### src/asp_pkg.sv
// Functional notes
// - output bits change on falling serial clock
// - data-out tristated while chip select high
// - idle selected line low signals fresh result
// - unread result: ready returns high before update
// - input bits captured on rising serial clock
// - input word written to addressed mode or io config register
// - any register loadable into output shifter
// - works with chip select tied low
// - low error input sets external error bit
// - error flags drive open-drain error pin
// - output mode pin follows fault data bit
// - output mode pin drives both levels
// - power-down switch follows its config bit
// - clock pin direction follows clock select
package asp_pkg;
    // register addresses
    localparam logic [5:0] ADDR_STATUS = 6'h00;
    localparam logic [5:0] ADDR_MODE = 6'h01;
    localparam logic [5:0] ADDR_DATA = 6'h04;
    localparam logic [5:0] ADDR_IOCFG = 6'h06;
    // communications byte fields
    localparam int COMMS_WEN_BIT = 7;
    localparam int COMMS_READ_BIT = 6;
    // converter mode register fields
    localparam int MODE_CLKSEL_LSB = 2;
    // io config register fields
    localparam int IOCFG_POWER_DOWN_SWITCH_BIT = 14;
    localparam int IOCFG_ERRMODE_LSB = 4;
    localparam int IOCFG_ERRDAT_BIT = 3;
    // status register fields
    localparam int STAT_RDYN_BIT = 7;
    localparam int STAT_EXTERR_BIT = 6;
    localparam int STAT_INTERR_LSB = 4;
    // reset values and widths
    localparam logic [15:0] MODE_RESET = 16'h0000;
    localparam logic [15:0] IOCFG_RESET = 16'h0000;
    localparam logic [23:0] DATA_RESET = 24'h000000;
    localparam int DATA_W = 24;
    localparam int BUF_DEPTH = 2;
    // serial word lengths in bits
    localparam logic [4:0] BITS_BYTE = 5'h08;
    localparam logic [4:0] BITS_HALF = 5'h10;
    localparam logic [4:0] BITS_WORD = 5'h18;

    typedef enum logic [1:0] {ERRM_OFF, ERRM_INPUT, ERRM_ODRAIN, ERRM_GPO} asp_errmode_t;
    typedef enum logic [1:0] {CLK_INT, CLK_INT_OUT, CLK_EXT_IN, CLK_XTAL} asp_clksel_t;

    // one driven pin: level and output enable
    typedef struct packed {
        logic o;
        logic oe;
    } asp_pin_t;
endpackage : asp_pkg

### src/asp_serial_port.sv
`timescale 1ns/1ps
module asp_serial_port (
    // clock and reset
    input wire logic clk,
    input wire logic resetn,
    // serial port pins
    input wire logic csN,
    input wire logic sclk,
    input wire logic din,
    output asp_pkg::asp_pin_t doutPin,
    // error pin
    input wire logic faultPinIn,
    output asp_pkg::asp_pin_t faultPin,
    // clock pin and power-down switch
    input wire logic oscClk,
    output asp_pkg::asp_pin_t clockPin,
    output logic extClockSelect,
    output logic crystalEnable,
    output logic powerDownSwitch,
    // conversion results
    input wire logic resultValid,
    input wire logic [asp_pkg::DATA_W-1:0] resultData,
    output logic resultReady,
    // internal error flags
    input wire logic [1:0] internalError
);
    import asp_pkg::*;

    typedef enum logic [1:0] {ST_COMMS, ST_WRITE, ST_READ} asp_state_t;

    // pin synchronisers: {osc, fault, din, sclk, cs}
    logic [4:0] syncA_reg;
    logic [4:0] syncB_reg;
    logic sclkLast_reg;
    wire csLow = !syncB_reg[0];
    wire sclkS = syncB_reg[1];
    wire dinS = syncB_reg[2];
    wire faultS = syncB_reg[3];
    wire oscS = syncB_reg[4];
    wire sclkRise = sclkS && !sclkLast_reg;
    wire sclkFall = !sclkS && sclkLast_reg;

    always_ff @(posedge clk or negedge resetn) begin
        if (!resetn) begin
            syncA_reg <= 5'h0B;
            syncB_reg <= 5'h0B;
            sclkLast_reg <= 1'b1;
        end else begin
            syncA_reg <= {oscClk, faultPinIn, din, sclk, csN};
            syncB_reg <= syncA_reg;
            sclkLast_reg <= syncB_reg[1];
        end
    end

    // serial engine state
    asp_state_t stateReg;
    asp_state_t stateNext;
    logic [5:0] addr_reg;
    logic [4:0] bitCnt_reg;
    logic [DATA_W-1:0] rxShift_reg;
    logic [DATA_W-1:0] txShift_reg;
    logic [15:0] mode_reg;
    logic [15:0] ioCfg_reg;
    logic [DATA_W-1:0] data_reg;
    logic fresh_reg;
    logic extErr_reg;
    logic [1:0] intErr_reg;

    function automatic logic [4:0] regBits(input logic [5:0] a);
        case (a)
            ADDR_MODE: regBits = BITS_HALF;
            ADDR_IOCFG: regBits = BITS_HALF;
            ADDR_DATA: regBits = BITS_WORD;
            default: regBits = BITS_BYTE;
        endcase
    endfunction : regBits

    wire [DATA_W-1:0] rxNext = {rxShift_reg[DATA_W-2:0], dinS};
    wire [4:0] wordBits = (stateReg == ST_COMMS) ? BITS_BYTE : regBits(addr_reg);
    wire byteDone = sclkRise && csLow && (bitCnt_reg == wordBits - 5'h01);
    wire commsDone = byteDone && (stateReg == ST_COMMS);
    wire commsTaken = commsDone && !rxNext[COMMS_WEN_BIT];
    wire startRead = commsTaken && rxNext[COMMS_READ_BIT];
    wire [5:0] newAddr = rxNext[5:0];
    wire writeCommit = byteDone && (stateReg == ST_WRITE);
    wire startDataRead = startRead && (newAddr == ADDR_DATA);
    wire statusRead = startRead && (newAddr == ADDR_STATUS);
    wire readingData = (stateReg == ST_READ) && (addr_reg == ADDR_DATA);

    // decoded configuration
    wire asp_errmode_t errMode = asp_errmode_t'(ioCfg_reg[IOCFG_ERRMODE_LSB +: 2]);
    wire asp_clksel_t clkSel = asp_clksel_t'(mode_reg[MODE_CLKSEL_LSB +: 2]);

    // status byte assembly
    logic [7:0] statusByte;
    always_comb begin
        statusByte = 8'h00;
        statusByte[STAT_RDYN_BIT] = !fresh_reg;
        statusByte[STAT_EXTERR_BIT] = extErr_reg;
        statusByte[STAT_INTERR_LSB +: 2] = intErr_reg;
    end

    // read source, left aligned so the msb leaves first
    wire [DATA_W-1:0] readWord =
        (newAddr == ADDR_STATUS) ? {statusByte, 16'h0000} :
        (newAddr == ADDR_MODE) ? {mode_reg, 8'h00} :
        (newAddr == ADDR_IOCFG) ? {ioCfg_reg, 8'h00} :
        (newAddr == ADDR_DATA) ? data_reg : 24'h000000;

    // next state: a byte count ends each transfer, chip select only aborts
    always_comb begin
        stateNext = stateReg;
        case (stateReg)
            ST_COMMS: begin
                if (commsTaken) begin
                    stateNext = rxNext[COMMS_READ_BIT] ? ST_READ : ST_WRITE;
                end
            end
            ST_WRITE, ST_READ: begin
                if (byteDone) begin
                    stateNext = ST_COMMS;
                end
            end
            default: stateNext = ST_COMMS;
        endcase
        if (!csLow) begin
            stateNext = ST_COMMS;
        end
    end

    always_ff @(posedge clk or negedge resetn) begin
        if (!resetn) begin
            stateReg <= ST_COMMS;
            addr_reg <= 6'h00;
            bitCnt_reg <= 5'h00;
            rxShift_reg <= 24'h000000;
        end else begin
            stateReg <= stateNext;
            if (commsTaken) begin
                addr_reg <= newAddr;
            end
            if (!csLow || byteDone) begin
                bitCnt_reg <= 5'h00;
            end else if (sclkRise) begin
                bitCnt_reg <= bitCnt_reg + 5'h01;
            end
            if (sclkRise && csLow) begin
                rxShift_reg <= rxNext;
            end
        end
    end

    // register writes; status and data are read only
    always_ff @(posedge clk or negedge resetn) begin
        if (!resetn) begin
            mode_reg <= MODE_RESET;
            ioCfg_reg <= IOCFG_RESET;
        end else if (writeCommit) begin
            if (addr_reg == ADDR_MODE) begin
                mode_reg <= rxNext[15:0];
            end
            if (addr_reg == ADDR_IOCFG) begin
                ioCfg_reg <= rxNext[15:0];
            end
        end
    end

    // output shifter
    always_ff @(posedge clk or negedge resetn) begin
        if (!resetn) begin
            txShift_reg <= 24'h000000;
        end else if (startRead) begin
            txShift_reg <= readWord;
        end else if (stateReg == ST_READ && sclkFall) begin
            txShift_reg <= {txShift_reg[DATA_W-2:0], 1'b0};
        end
    end

    // two-entry result buffer
    logic [DATA_W-1:0] bufMem_reg [BUF_DEPTH];
    logic bufWp_reg;
    logic bufRp_reg;
    logic [1:0] bufCnt_reg;
    logic bufReady_reg;
    wire bufValid = (bufCnt_reg != 2'h0);
    wire bufPush = resultValid && bufReady_reg;
    wire loadData = bufValid && !fresh_reg && !readingData && !startDataRead;
    wire dropFresh = bufValid && fresh_reg && !readingData;
    wire [1:0] bufCntNext = bufCnt_reg + {1'b0, bufPush} - {1'b0, loadData};

    for (genvar g = 0; g < BUF_DEPTH; g++) begin : gBuf
        always_ff @(posedge clk or negedge resetn) begin
            if (!resetn) begin
                bufMem_reg[g] <= DATA_RESET;
            end else if (bufPush && bufWp_reg == 1'(g)) begin
                bufMem_reg[g] <= resultData;
            end
        end
    end

    always_ff @(posedge clk or negedge resetn) begin
        if (!resetn) begin
            bufWp_reg <= 1'b0;
            bufRp_reg <= 1'b0;
            bufCnt_reg <= 2'h0;
            bufReady_reg <= 1'b1;
        end else begin
            bufWp_reg <= bufWp_reg ^ bufPush;
            bufRp_reg <= bufRp_reg ^ loadData;
            bufCnt_reg <= bufCntNext;
            bufReady_reg <= (bufCntNext != 2'h2);
        end
    end

    // result register and its fresh flag; an unread result is withdrawn first
    always_ff @(posedge clk or negedge resetn) begin
        if (!resetn) begin
            data_reg <= DATA_RESET;
            fresh_reg <= 1'b0;
        end else begin
            if (loadData) begin
                data_reg <= bufMem_reg[bufRp_reg];
                fresh_reg <= 1'b1;
            end else if (dropFresh || startDataRead) begin
                fresh_reg <= 1'b0;
            end
        end
    end

    // sticky error flags, set wins over the clear by a status read
    always_ff @(posedge clk or negedge resetn) begin
        if (!resetn) begin
            extErr_reg <= 1'b0;
            intErr_reg <= 2'h0;
        end else begin
            extErr_reg <= ((errMode == ERRM_INPUT) && !faultS)
                || (extErr_reg && !statusRead);
            intErr_reg <= internalError | (intErr_reg & {2{!statusRead}});
        end
    end

    // pin drivers
    asp_pin_t doutPin_reg;
    asp_pin_t faultPin_reg;
    asp_pin_t clockPin_reg;
    logic extClk_reg;
    logic xtal_reg;
    logic power_down_switch_reg;
    wire errAny = extErr_reg || (intErr_reg != 2'h0);
    wire faultOut = (errMode == ERRM_GPO) && ioCfg_reg[IOCFG_ERRDAT_BIT];
    wire faultOe = (errMode == ERRM_GPO) || ((errMode == ERRM_ODRAIN) && errAny);

    always_ff @(posedge clk or negedge resetn) begin
        if (!resetn) begin
            doutPin_reg <= '{o: 1'b1, oe: 1'b0};
        end else begin
            doutPin_reg.oe <= csLow;
            if (stateReg != ST_READ) begin
                doutPin_reg.o <= !fresh_reg;
            end else if (sclkFall) begin
                doutPin_reg.o <= txShift_reg[DATA_W-1];
            end
        end
    end

    always_ff @(posedge clk or negedge resetn) begin
        if (!resetn) begin
            faultPin_reg <= '{o: 1'b0, oe: 1'b0};
            clockPin_reg <= '{o: 1'b0, oe: 1'b0};
            extClk_reg <= 1'b0;
            xtal_reg <= 1'b0;
            power_down_switch_reg <= 1'b0;
        end else begin
            faultPin_reg <= '{o: faultOut, oe: faultOe};
            clockPin_reg <= '{o: oscS, oe: clkSel == CLK_INT_OUT};
            extClk_reg <= (clkSel == CLK_EXT_IN);
            xtal_reg <= (clkSel == CLK_XTAL);
            power_down_switch_reg <= ioCfg_reg[IOCFG_POWER_DOWN_SWITCH_BIT];
        end
    end

    assign doutPin = doutPin_reg;
    assign faultPin = faultPin_reg;
    assign clockPin = clockPin_reg;
    assign extClockSelect = extClk_reg;
    assign crystalEnable = xtal_reg;
    assign powerDownSwitch = power_down_switch_reg;
    assign resultReady = bufReady_reg;
endmodule : asp_serial_port

### config.mk
export PLATFORM = sky130hd
export DESIGN_NAME = asp_serial_port
export DESIGN_NICKNAME = d
export VERILOG_FILES = /design/src/asp_pkg.sv /design/src/asp_serial_port.sv
export SDC_FILE = /design/constraint.sdc
export NUM_CORES = 1
export LEC_CHECK = 0
export ABC_CLOCK_PERIOD_IN_PS = 4600
export BUFFER_PORTS_ARGS = -buffer_cell sky130_fd_sc_hd__buf_4
export CAP_MARGIN = 40
export CORE_UTILIZATION = 60
export CTS_CLUSTER_DIAMETER = 80
export DETAILED_ROUTE_END_ITERATION = 12
export GPL_ROUTABILITY_DRIVEN = 0
export MAX_ROUTING_LAYER = met4
export PLACE_DENSITY = 0.75
export SLEW_MARGIN = 15
export SYNTH_ARGS = -nofsm -noshare
export SYNTH_HDL_FRONTEND = slang
export SYNTH_SLANG_ARGS = --single-unit
### constraint.sdc
create_clock -name clk -period 4.6 [get_ports clk]
set_clock_uncertainty 0.1 [all_clocks]
set_input_delay 1.15 -clock clk [delete_from_list [all_inputs] [get_ports clk]]
set_output_delay 1.15 -clock clk [all_outputs]
set_load 0.01 [all_outputs]
# Yosys cells after proc, flatten, opt, wreduce, memory -nomap -nowiden
# Index checks and enable logic that the tools add are counted.
[word_totals] word_cells=132 register_bits=185
[op_classes] mux=22 addsub=4 bitwise_logic=6 n_eq_ne=19 n_reduce_logical=51 n_lt_le_gt_ge=1
[op_table] operator="24-bit two-way mux" n=9
[op_table] operator="6-bit by 3-bit == test with 1-bit output, second input constant" n=4
[op_table] operator="1-bit logical AND" n=24
[op_table] operator="5-bit two-way mux" n=3
[op_table] operator="6-bit by 1-bit == test with 1-bit output, second input constant" n=2
[op_table] operator="2-bit nonzero test" n=6
[op_table] operator="2-bit == test, second input constant" n=5
[op_table] operator="5-bit case mux with 2 select lines" n=1
[op_table] operator="1-bit logical NOT" n=9
[op_table] operator="2-bit two-way mux" n=4
[op_table] operator="2-bit by 1-bit == test with 1-bit output, second input constant" n=3
[op_table] operator="6-bit logical NOT" n=1
[op_table] operator="3-bit inequality test, second input constant" n=2
[op_table] operator="2-bit AND reduction" n=3
[op_table] operator="5-bit by 1-bit adder with 5-bit output, second input constant" n=1
[op_table] operator="5-bit == test" n=1
[op_table] operator="1-bit logical OR" n=5
[op_table] operator="5-bit by 1-bit subtractor with 5-bit output, second input constant" n=1
[op_table] operator="1-bit two-way mux" n=4
[op_table] operator="2-bit inequality test, second input constant" n=2
[op_table] operator="2-bit case mux with 2 select lines" n=1
[op_table] operator="2-bit OR reduction" n=2
[op_table] operator="2-bit by 1-bit adder with 2-bit output" n=1
[op_table] operator="2-bit AND" n=1
[op_table] operator="7 further kinds" n=8

# Longest topological paths before layout
# Gate-level depths: netlist (run 1).
[depth] ltp_word=15 ltp_mapped=16 depth_no_buf=14

# Worst setup path before layout (run 1)
# OpenSTA, ideal clock, no wires.
[synth_path] kind="register -> register" start="register stateReg[0]" end="register bufReady_reg (netlist: resultReady)" path_buffers=2 stages_incl_launch_ff=17 setup_time_ns=0.081 t_arrival_ns=3.058 required_time_ns=4.419 slack_ns=1.361 path_cell_list="dfrtp_1 inv_1 ha_1 nor3b_1 nand2_1 or4_1 a21oi_2 or3b_1 buf_6 buf_6 inv_1 ha_1 inv_1 ha_1 xnor2_1 xnor2_1 nand2b_1"
[synth_between] elab_chain_len=13 elab_cells_between_ends=17 classes_between="2 x add/sub; 3 x eq/ne; 1 x mux; 11 x reduce/logical"
[synth_lines] item="start: declaration" line="asp_serial_port.sv:56" source="asp_state_t stateReg;"
[synth_lines] item="start signal: assignment" line="asp_serial_port.sv:138" source="stateReg <= stateNext;"
[synth_lines] item="2-bit logical NOT" line="asp_serial_port.sv:79, asp_serial_port.sv:81"
[synth_lines] item="5-bit two-way mux" line="asp_serial_port.sv:79" source="wire [4:0] wordBits = (stateReg == ST_COMMS) ? BITS_BYTE : regBits(addr_reg);"
[synth_lines] item="5-bit by 1-bit subtractor with 5-bit output" line="asp_serial_port.sv:80" source="wire byteDone = sclkRise && csLow && (bitCnt_reg == wordBits - 5'h01);"
[synth_lines] item="5-bit == test" line="asp_serial_port.sv:80"
[synth_lines] item="1-bit logical AND" line="asp_serial_port.sv:80"
[synth_lines] item="1-bit logical AND" line="asp_serial_port.sv:81" source="wire commsDone = byteDone && (stateReg == ST_COMMS);"
[synth_lines] item="1-bit logical AND" line="asp_serial_port.sv:82" source="wire commsTaken = commsDone && !rxNext[COMMS_WEN_BIT];"
[synth_lines] item="1-bit logical AND" line="asp_serial_port.sv:83" source="wire startRead = commsTaken && rxNext[COMMS_READ_BIT];"
[synth_lines] item="1-bit logical AND" line="asp_serial_port.sv:86" source="wire startDataRead = startRead && (newAddr == ADDR_DATA);"
[synth_lines] item="1-bit logical NOT" line="asp_serial_port.sv:187" source="wire loadData = bufValid && !fresh_reg && !readingData && !startDataRead;"
[synth_lines] item="1-bit logical AND (*)" line="asp_serial_port.sv:187"
[synth_lines] item="via loadData" line="asp_serial_port.sv:187"
[synth_lines] item="2-bit by 1-bit subtractor with 2-bit output (*)" line="asp_serial_port.sv:189" source="wire [1:0] bufCntNext = bufCnt_reg + {1'b0, bufPush} - {1'b0, loadData};"
[synth_lines] item="via bufCntNext[1]" line="asp_serial_port.sv:189"
[synth_lines] item="2-bit inequality test (*)" line="asp_serial_port.sv:211" source="bufReady_reg <= (bufCntNext != 2'h2);"
[synth_lines] item="end signal: assignment" line="asp_serial_port.sv:211"
[synth_lines] item="end: declaration" line="asp_serial_port.sv:184" source="logic bufReady_reg;"
# The timed path passes the listed nets; every way through them passes the cells marked *.
# A chain may end at the register's enable or synchronous reset.

# Final worst setup path (run 1)
[layout_path] start="register syncB_reg[1]" end="register bufReady_reg (netlist: resultReady)"
[layout_between] elab_chain_len=11
[layout_lines] item="start: declaration" line="asp_serial_port.sv:33" source="logic [4:0] syncB_reg;"
[layout_lines] item="start signal: assignment" line="asp_serial_port.sv:50" source="syncB_reg <= syncA_reg;"
[layout_lines] item="1-bit logical AND" line="asp_serial_port.sv:40" source="wire sclkRise = sclkS && !sclkLast_reg;"
[layout_lines] item="1-bit logical AND (2 in a row)" line="asp_serial_port.sv:80"
[layout_lines] item="1-bit logical AND" line="asp_serial_port.sv:81"
[layout_lines] item="1-bit logical AND" line="asp_serial_port.sv:82"
[layout_lines] item="1-bit logical AND" line="asp_serial_port.sv:83"
[layout_lines] item="1-bit logical AND" line="asp_serial_port.sv:86"
[layout_lines] item="1-bit logical NOT" line="asp_serial_port.sv:187"
[layout_lines] item="1-bit logical AND" line="asp_serial_port.sv:187"
[layout_lines] item="via loadData" line="asp_serial_port.sv:187"
[layout_lines] item="2-bit by 1-bit subtractor with 2-bit output" line="asp_serial_port.sv:189"
[layout_lines] item="via bufCntNext[1]" line="asp_serial_port.sv:189"
[layout_lines] item="2-bit inequality test" line="asp_serial_port.sv:211"
# The timed path passes the listed nets, and every way through them passes these cells.

==> results of run 1 <==
==> layer usage <==
layer  part of all wire  vias up  global-route usage
li1                   -     2103                   -
met2               0.52       77               0.419
met4              0.021        0               0.101
met1               0.43     2343               0.300
met5                  0        -                   -
met3              0.030       25              0.0519
==> cell usage after synthesis, drive strengths merged <==
cell     number
a2111oi       1
a211o         1
a211oi        1
a21oi         4
a221o        15
a22o          1
a2bb2oi       2
a31oi         1
a32oi         1
and2         14
and3          1
buf           8
clkbuf       22
dfrtp       176
dfstp         9
ha            8
inv          15
mux2        147
mux2i        28
nand2        31
nand2b        5
nand3         2
nand3b        2
nand4         1
nor2         12
nor2b         3
nor3          7
nor3b         3
nor4          1
o21ai        21
o21bai        3
o22ai         4
o311a         3
o32ai         2
o41a          1
or3           1
or3b          2
or4           1
xnor2         5
xor2          2
==> critical path: stages (launching register included) <==
cell and delay [ns]:
dfstp_2 0.54, nor2b_1 0.40, nand3_2 0.25, or4_1 0.56, a21oi_2 0.35, or3b_1 0.19
inv_1 0.04, ha_1 0.26, inv_1 0.03, ha_1 0.17, xnor2_1 0.16, xnor2_1 0.16
nand2b_1 0.08
==> area by class of cell <==
| class | count | area, sq um |
|---|---|---|
| flip-flops and latches | 185 | 4640 |
| fillers | 925 | 3770 |
| multi-input cells | 337 | 3040 |
| clock buffers | 28 | 487 |
| repair buffers | 55 | 468 |
| well taps | 172 | 215 |
| inverters | 15 | 56.3 |
| clock inverters | 4 | 47.5 |
==> cells by family (layout without fill, tap and decap cells) <==
logic type               Yosys count  in the layout  synth area share
multiplexers                     175            175             0.246
adder cells (fa/ha/maj)            8              8            0.0127
AO/OA/AOI/OAI                     61             61            0.0621
XOR/XNOR                           7              7           0.00778
flip-flops                       185            185             0.589
AND/OR/NAND/NOR                   86             86            0.0573
buffers and inverters             45            102            0.0260
==> metrics by stage <==
stage / util / power (uW) / instance area, sq um / hold WS (ns) / cells
6_report: 0.704 / 4860 / 8950 / 0.249 / 796
2_1_floorplan: - / 3190 / 7880 / 0.231 / 567
4_1_cts: 0.704 / 4910 / 8950 / 0.252 / 796
5_1_grt: 0.704 / 5130 / 8950 / 0.255 / 796
3_3_place_gp: 0.656 / 3440 / 8340 / 0.234 / 759
3_5_place_dp: 0.662 / 3570 / 8420 / 0.239 / 764
==> power groups by stage <==
stage,Sequential [uW],Clock (uW),Combinational (uW)
3_3_place_gp,2370,0,1080
3_5_place_dp,2370,0,1200
6_report,2340,1340,1190
5_1_grt,2390,1430,1310
4_1_cts,2340,1360,1210
2_1_floorplan,2230,0,961
==> path summary, 6_finish.rpt <==
check,cells after the start,start,end
min in group asynchronous,1,resetn,bufMem_reg[1]
setup reg to reg,12,syncB_reg[1],resultReady
setup / recovery,12,syncB_reg[1],resultReady
hold reg to reg,0,syncB_reg[4],clockPin[1]
hold / removal,0,syncB_reg[4],clockPin[1]
max in group asynchronous,2,resetn,syncB_reg[3]
==> results.ini, run 1 <==
[pwr]
pwr_density_cell_nw_per_um2 = 543
power.net_switching_uw = 1330
comb_power_share = 0.244
power_leakage_uw = 0.00411
intPower_uw = 3530
swShare = 0.274
clockPowerShare = 0.275
pwr-share-seq = 0.481
vdd_drop_max_v = 0.000428

[global_route]
grt.total_usage = 0.251
antenna_found_initial = 0
grt_pass1_vias = 4820
grt_max_degree = 76
grt-ovfl-total = 0
grt_pass1_wl_um = 24300

[cells_and_area]
layout_common_cells = 176 x dfrtp_1, 127 x mux2_2, 49 x buf_4
drive_above_1_share = 0.362
layout.nets = 653
largest_reg_flops = 48
syn_to_final_growth_pct = 13.6
final_common_cell = dfrtp_1
num_antenna_cells = 0

[die]
start_util = 0.620
fp.coreArea_sq_um = 12700
dieArea_sq_um = 13600
die_w_um = 117
row_count = 41
dieHeight_um = 117
io_pins = 44

[synthesis]
synth.net_count = 609
synth_top_area_frac = 0.559
yosysWarnings = 0
synth_area_leaders = dfrtp_1 56%, mux2_2 18%, mux2i_1 3.6%
synth.distinct_cells = 51
yosysSeqAreaShare = 0.589
synth_top_area_cell = dfrtp_1
ys_ff_latch = 185
synth_area_sq_um = 7880
synth_cells = 567
syn_area_per_cell_sq_um = 13.9

[timing]
post-route-period-util = 0.732
final-setup-viol-count = 0
slew_headroom = 0.466
layout_min_cycle_time_ns = 3.37
finalHoldViolations = 0
tns_ns = 0
worst_pin_slew_ns = 0.798
setup_slack_ns = 1.23
fmax_mhz = 297
grt_setup_unrepaired = false
slew_viol_final = 0

[critical_path]
arrival_ns = 3.62
cp-start-kind = flip-flop
worstSetupEndpointType = flip-flop
cp.required_ns = 4.85
path_class = flip-flop to flip-flop
crit_fanout = 10
r2r_setup_slack_ns = 1.23

[clock_network]
root_buffer = clkbuf_16
post_cts_resized = 0
path_clk_slew_ns = 0.06
hold_buffers = 0
clk_latency_ns = 0.43
cts_tree = built
htree_levels = 4
cts_buffer_depth = 2
cts_num_sinks = 185
postCtsSetupBuffers = 0
cts_buffers = 17

[route]
ant_nets = 0
viasPerCell = 5.71
drt_iter0_markers = 264
num_vias = 4548
drt-total-wl_um = 14500
dr.pass1.iters = 5
detail_route.wl_per_cell_um = 18.3
drc = 0

[run_status]
status = complete, no violations

[placed_design]
dpl_worst_slack_ns = 1.20
dp_hpwl_um = 9870
port_buffers = 43

[hold_path]
min_path_type = flip-flop to flip-flop

[run]
maxCapViolCount = 0

(Power assumes the default switching activity.)
==> inputs of run 2 (changes only) <==
--- a/config.mk
+++ b/config.mk
@@ -5,15 +5,16 @@
 export SDC_FILE = /design/constraint.sdc
 export NUM_CORES = 1
 export LEC_CHECK = 0
-export ABC_CLOCK_PERIOD_IN_PS = 4600
+export ABC_AREA = 1
+export ABC_CLOCK_PERIOD_IN_PS = 2860
 export BUFFER_PORTS_ARGS = -buffer_cell sky130_fd_sc_hd__buf_4
 export CAP_MARGIN = 40
-export CORE_UTILIZATION = 60
+export CORE_UTILIZATION = 55
 export CTS_CLUSTER_DIAMETER = 80
 export DETAILED_ROUTE_END_ITERATION = 12
 export GPL_ROUTABILITY_DRIVEN = 0
 export MAX_ROUTING_LAYER = met4
-export PLACE_DENSITY = 0.75
+export PLACE_DENSITY = 0.72
 export SLEW_MARGIN = 15
 export SYNTH_ARGS = -nofsm -noshare
 export SYNTH_HDL_FRONTEND = slang
==> constraint.sdc (replaced) <==
create_clock -name clk -period 2.86 [get_ports clk]
set_clock_uncertainty 0.1 [all_clocks]
set_input_delay 0.715 -clock clk [delete_from_list [all_inputs] [get_ports clk]]
set_output_delay 0.715 -clock clk [all_outputs]
set_load 0.01 [all_outputs]
==> run 2 against run 1 <==
Die area up 10%. Clock-buffer cell count down 10. Worst setup slack worse by 0.90 ns. Hold slack worse by 0.076 ns. Total power up 59%. Sequential share of layout area down 0.78 points. Utilization down 5.4 points. Combinational power up 57%. Critical path depth up 2. Final area up 1.5%.
==> results.ini, run 2 <==
[synthesis]
syn_area_per_cell_sq_um = 9.04  ; -35%
synth_top_area_cell = dfrtp_1
synth_cells = 882  ; +56%
synthAdderAreaFrac = 0.0126  ; -0.000138
synth_simple_gate_area_share = 0.224  ; +0.166
synth_edf_count = 0  ; unchanged
synth_area_leaders = dfrtp_1 55%, nand2_1 14%, o21ai_0 6.2%
synth_area_sq_um = 7970  ; +1.1%
yosys.cell_count.top_type = nand2_1
muxShareOfSynthArea = 0.0339  ; -0.212
synth_xor_area_frac = 0.00330  ; -0.00448
yosysSeqAreaShare = 0.582  ; -0.00638
synthFlopType = dfrtp_1
async_flop_share = 1.00  ; unchanged
synth_compound_area_frac = 0.0838  ; +0.0218
synth.distinct_cells = 36  ; -29%
synth_top_area_frac = 0.553  ; -0.00605
synth.net_count = 924  ; +52%
synth_common_cells = 292 x nand2_1, 176 x dfrtp_1, 99 x o21ai_0, 82 x nand3_1, 76 x inv_1
synth_top_family_by_area = simple AND/OR/NAND/NOR gates
yosysWarnings = 0  ; unchanged
ys_ff_latch = 185  ; unchanged

[die]
fp.coreArea_sq_um = 14000  ; +10%
dieArea_sq_um = 15000  ; +10%
io_pins = 44  ; unchanged
dieHeight_um = 122  ; +4.9%
row_count = 43  ; +4.9%
start_util = 0.570  ; -0.0499
die_w_um = 122  ; +4.9%

[route]
detail_route.wl_per_cell_um = 14.5  ; -20%
drt-total-wl_um = 16200  ; +12%
ant_nets = 0  ; unchanged
drt_iter0_markers = 540  ; +100%
viasPerCell = 5.23  ; -8.5%
dr.pass1.iters = 5  ; unchanged
drc = 0  ; unchanged
num_vias = 5831  ; +28%

[global_route]
grt_max_degree = 69  ; -9.2%
grt_pass1_vias = 5733  ; +19%
grt_pass1_wl_um = 27500  ; +13%
antenna_found_initial = 0  ; unchanged
grt-ovfl-total = 0  ; unchanged
grt.total_usage = 0.247  ; -0.00483

[timing]
fmax_mhz = 395  ; +33%
post-route-period-util = 0.885  ; +0.153
slew_viol_final = 0  ; unchanged
tns_ns = 0  ; unchanged
finalHoldViolations = 0  ; unchanged
grt_setup_unrepaired = false
worst_pin_slew_ns = 0.720  ; -0.0782 ns
slew_headroom = 0.520  ; +0.0541
final-setup-viol-count = 0  ; unchanged
layout_min_cycle_time_ns = 2.53  ; -0.837 ns

[critical_path]
slowest_delay_ns = 0.53  ; -0.03 ns
cp-start-kind = flip-flop
worstSetupEndpointType = flip-flop
crit_chain = inv_1, nor2_4, nand3_1, nor2_1, nand3_2, nor2_8, nand4_4, nand2_4, inv_1, ha_1, inv_1, ha_1, xnor2_1, nand2_1
r2r_setup_slack_ns = 0.33  ; -0.90 ns
cp-startpoint = syncB_reg[1]
path_class = flip-flop to flip-flop
reg2reg_depth = 14  ; +2
crit_top_cell = inv_1
arrival_ns = 2.79  ; -0.83 ns
crit_fanout = 7  ; -3
slowest_stage = dfstp_2
timing.rr.start = syncB_reg[1]
timing.rr.end = resultReady
cp.required_ns = 3.12  ; -1.73 ns

[clock_network]
htree_levels = 4  ; unchanged
cts_num_sinks = 185  ; unchanged
postCtsSetupBuffers = 0  ; unchanged
clk_latency_ns = 0.43  ; about the same
cts_buffer_depth = 2  ; unchanged
cts_buffers = 17  ; unchanged
hold_buffers = 0  ; unchanged
post_cts_resized = 0  ; unchanged
path_clk_slew_ns = 0.07  ; about the same
root_buffer = clkbuf_16
cts_tree = built

[placed_design]
port_buffers = 43  ; unchanged
dp_hpwl_um = 10800  ; +9.4%
dp_cells = 1083  ; +42%

[cells_and_area]
layout.nets = 964  ; +48%
final_common_cell = nand2_1
num-fill-cells = 1194  ; +29%
largest_reg_flops = 48  ; unchanged
drive_above_1_share = 0.150  ; -0.212
layout_common_cells = 292 x nand2_1, 176 x dfrtp_1, 99 x o21ai_0
final_cells = 1115  ; +40%
num_antenna_cells = 0  ; unchanged
syn_to_final_growth_pct = 14.1

[pwr]
power_leakage_uw = 0.00439  ; +6.8%
vdd_drop_max_v = 0.000622  ; +45%
pwr_density_cell_nw_per_um2 = 853  ; +57%

[run]
maxCapViolCount = 0  ; unchanged

[hold_path]
min_path_type = input pin to async pin

[run_status]
status = complete, no violations

[run 2: changes by cell type after synthesis, moves of 13 or more]
cell	before	now
a221o_1	15	0
mux2_1	20	0
nand3_1	1	82
inv_1	15	76
nor2_1	11	24
mux2_2	127	24
o21ai_1	0	14
mux2i_1	28	0
nand2_1	29	292
and2_1	13	0
o21ai_0	21	99
[run 2: critical path: cells and delay by family, from the launching register on]
family                     cells  cell delay [ns]
DFF                            1             0.53
and+or+nand+nor                8             1.03
xor gates and xnor gates       1             0.19
buffers and inverters          3             0.16
adders and majority gates      2             0.45
[run 2: kinds of logic (layout without fill, tap and decap cells)]
| logic type | after synthesis | after routing |
|---|---|---|
| compound gates | 128 | 128 |
| xor+xnor | 3 | 3 |
| fa+ha+maj | 8 | 8 |
| buf+inv | 119 | 172 |
| flops | 185 | 185 |
| mux | 24 | 24 |
| simple gates | 415 | 415 |
[run 2: worst max-delay path by stage]
stage	slack, ns	end
after global routing	0.05	resultReady
after CTS	0.31	resultReady
after global placement	0.40	resultReady
final	0.33	resultReady
after detailed placement	0.33	resultReady
after floorplan	0.28	resultReady
[run 2: routing by layer]
layer | up-vias | routed length (um) | part of all wire | global-route usage
met5 | - | 0 | 0 | -
met4 | 0 | 199 | 0.012 | 0.0755
met2 | 95 | 7850 | 0.48 | 0.389
li1 | 2907 | - | - | -
met3 | 15 | 548 | 0.034 | 0.0507
met1 | 2814 | 7610 | 0.47 | 0.322
[run 2: through the flow]
stage | setup WS (ns) | total power [uW] | area (sq um) | utilization | hold WS [ns]
after detailed placement | 0.330 | 5500 | 8510 | 0.608 | 0.236
after global routing | 0.0516 | 8240 | 9090 | 0.650 | 0.217
after CTS | 0.306 | 7820 | 9090 | 0.650 | 0.195
final | 0.328 | 7750 | 9090 | 0.650 | 0.173
after global placement | 0.403 | 5410 | 8510 | 0.608 | 0.233
after floorplan | 0.281 | 4930 | 7970 | - | 0.231
[run 2: layout make-up]
class                           instances  area, sq um  share of cell area
Clock buffer                           18          429              0.0472
Clock inverter                         14          149              0.0164
Inverter                               79          298              0.0328
Multi-Input combinational cell        578         2850               0.313
Sequential cell                       185         4640               0.511
Tap cell                              180          225              0.0248
Timing Repair Buffer                   61          502              0.0552
[run 2: power by group]
group,switching [uW],internal [uW]
registers,348,3240
logic,1130,739
clock network,1010,1290
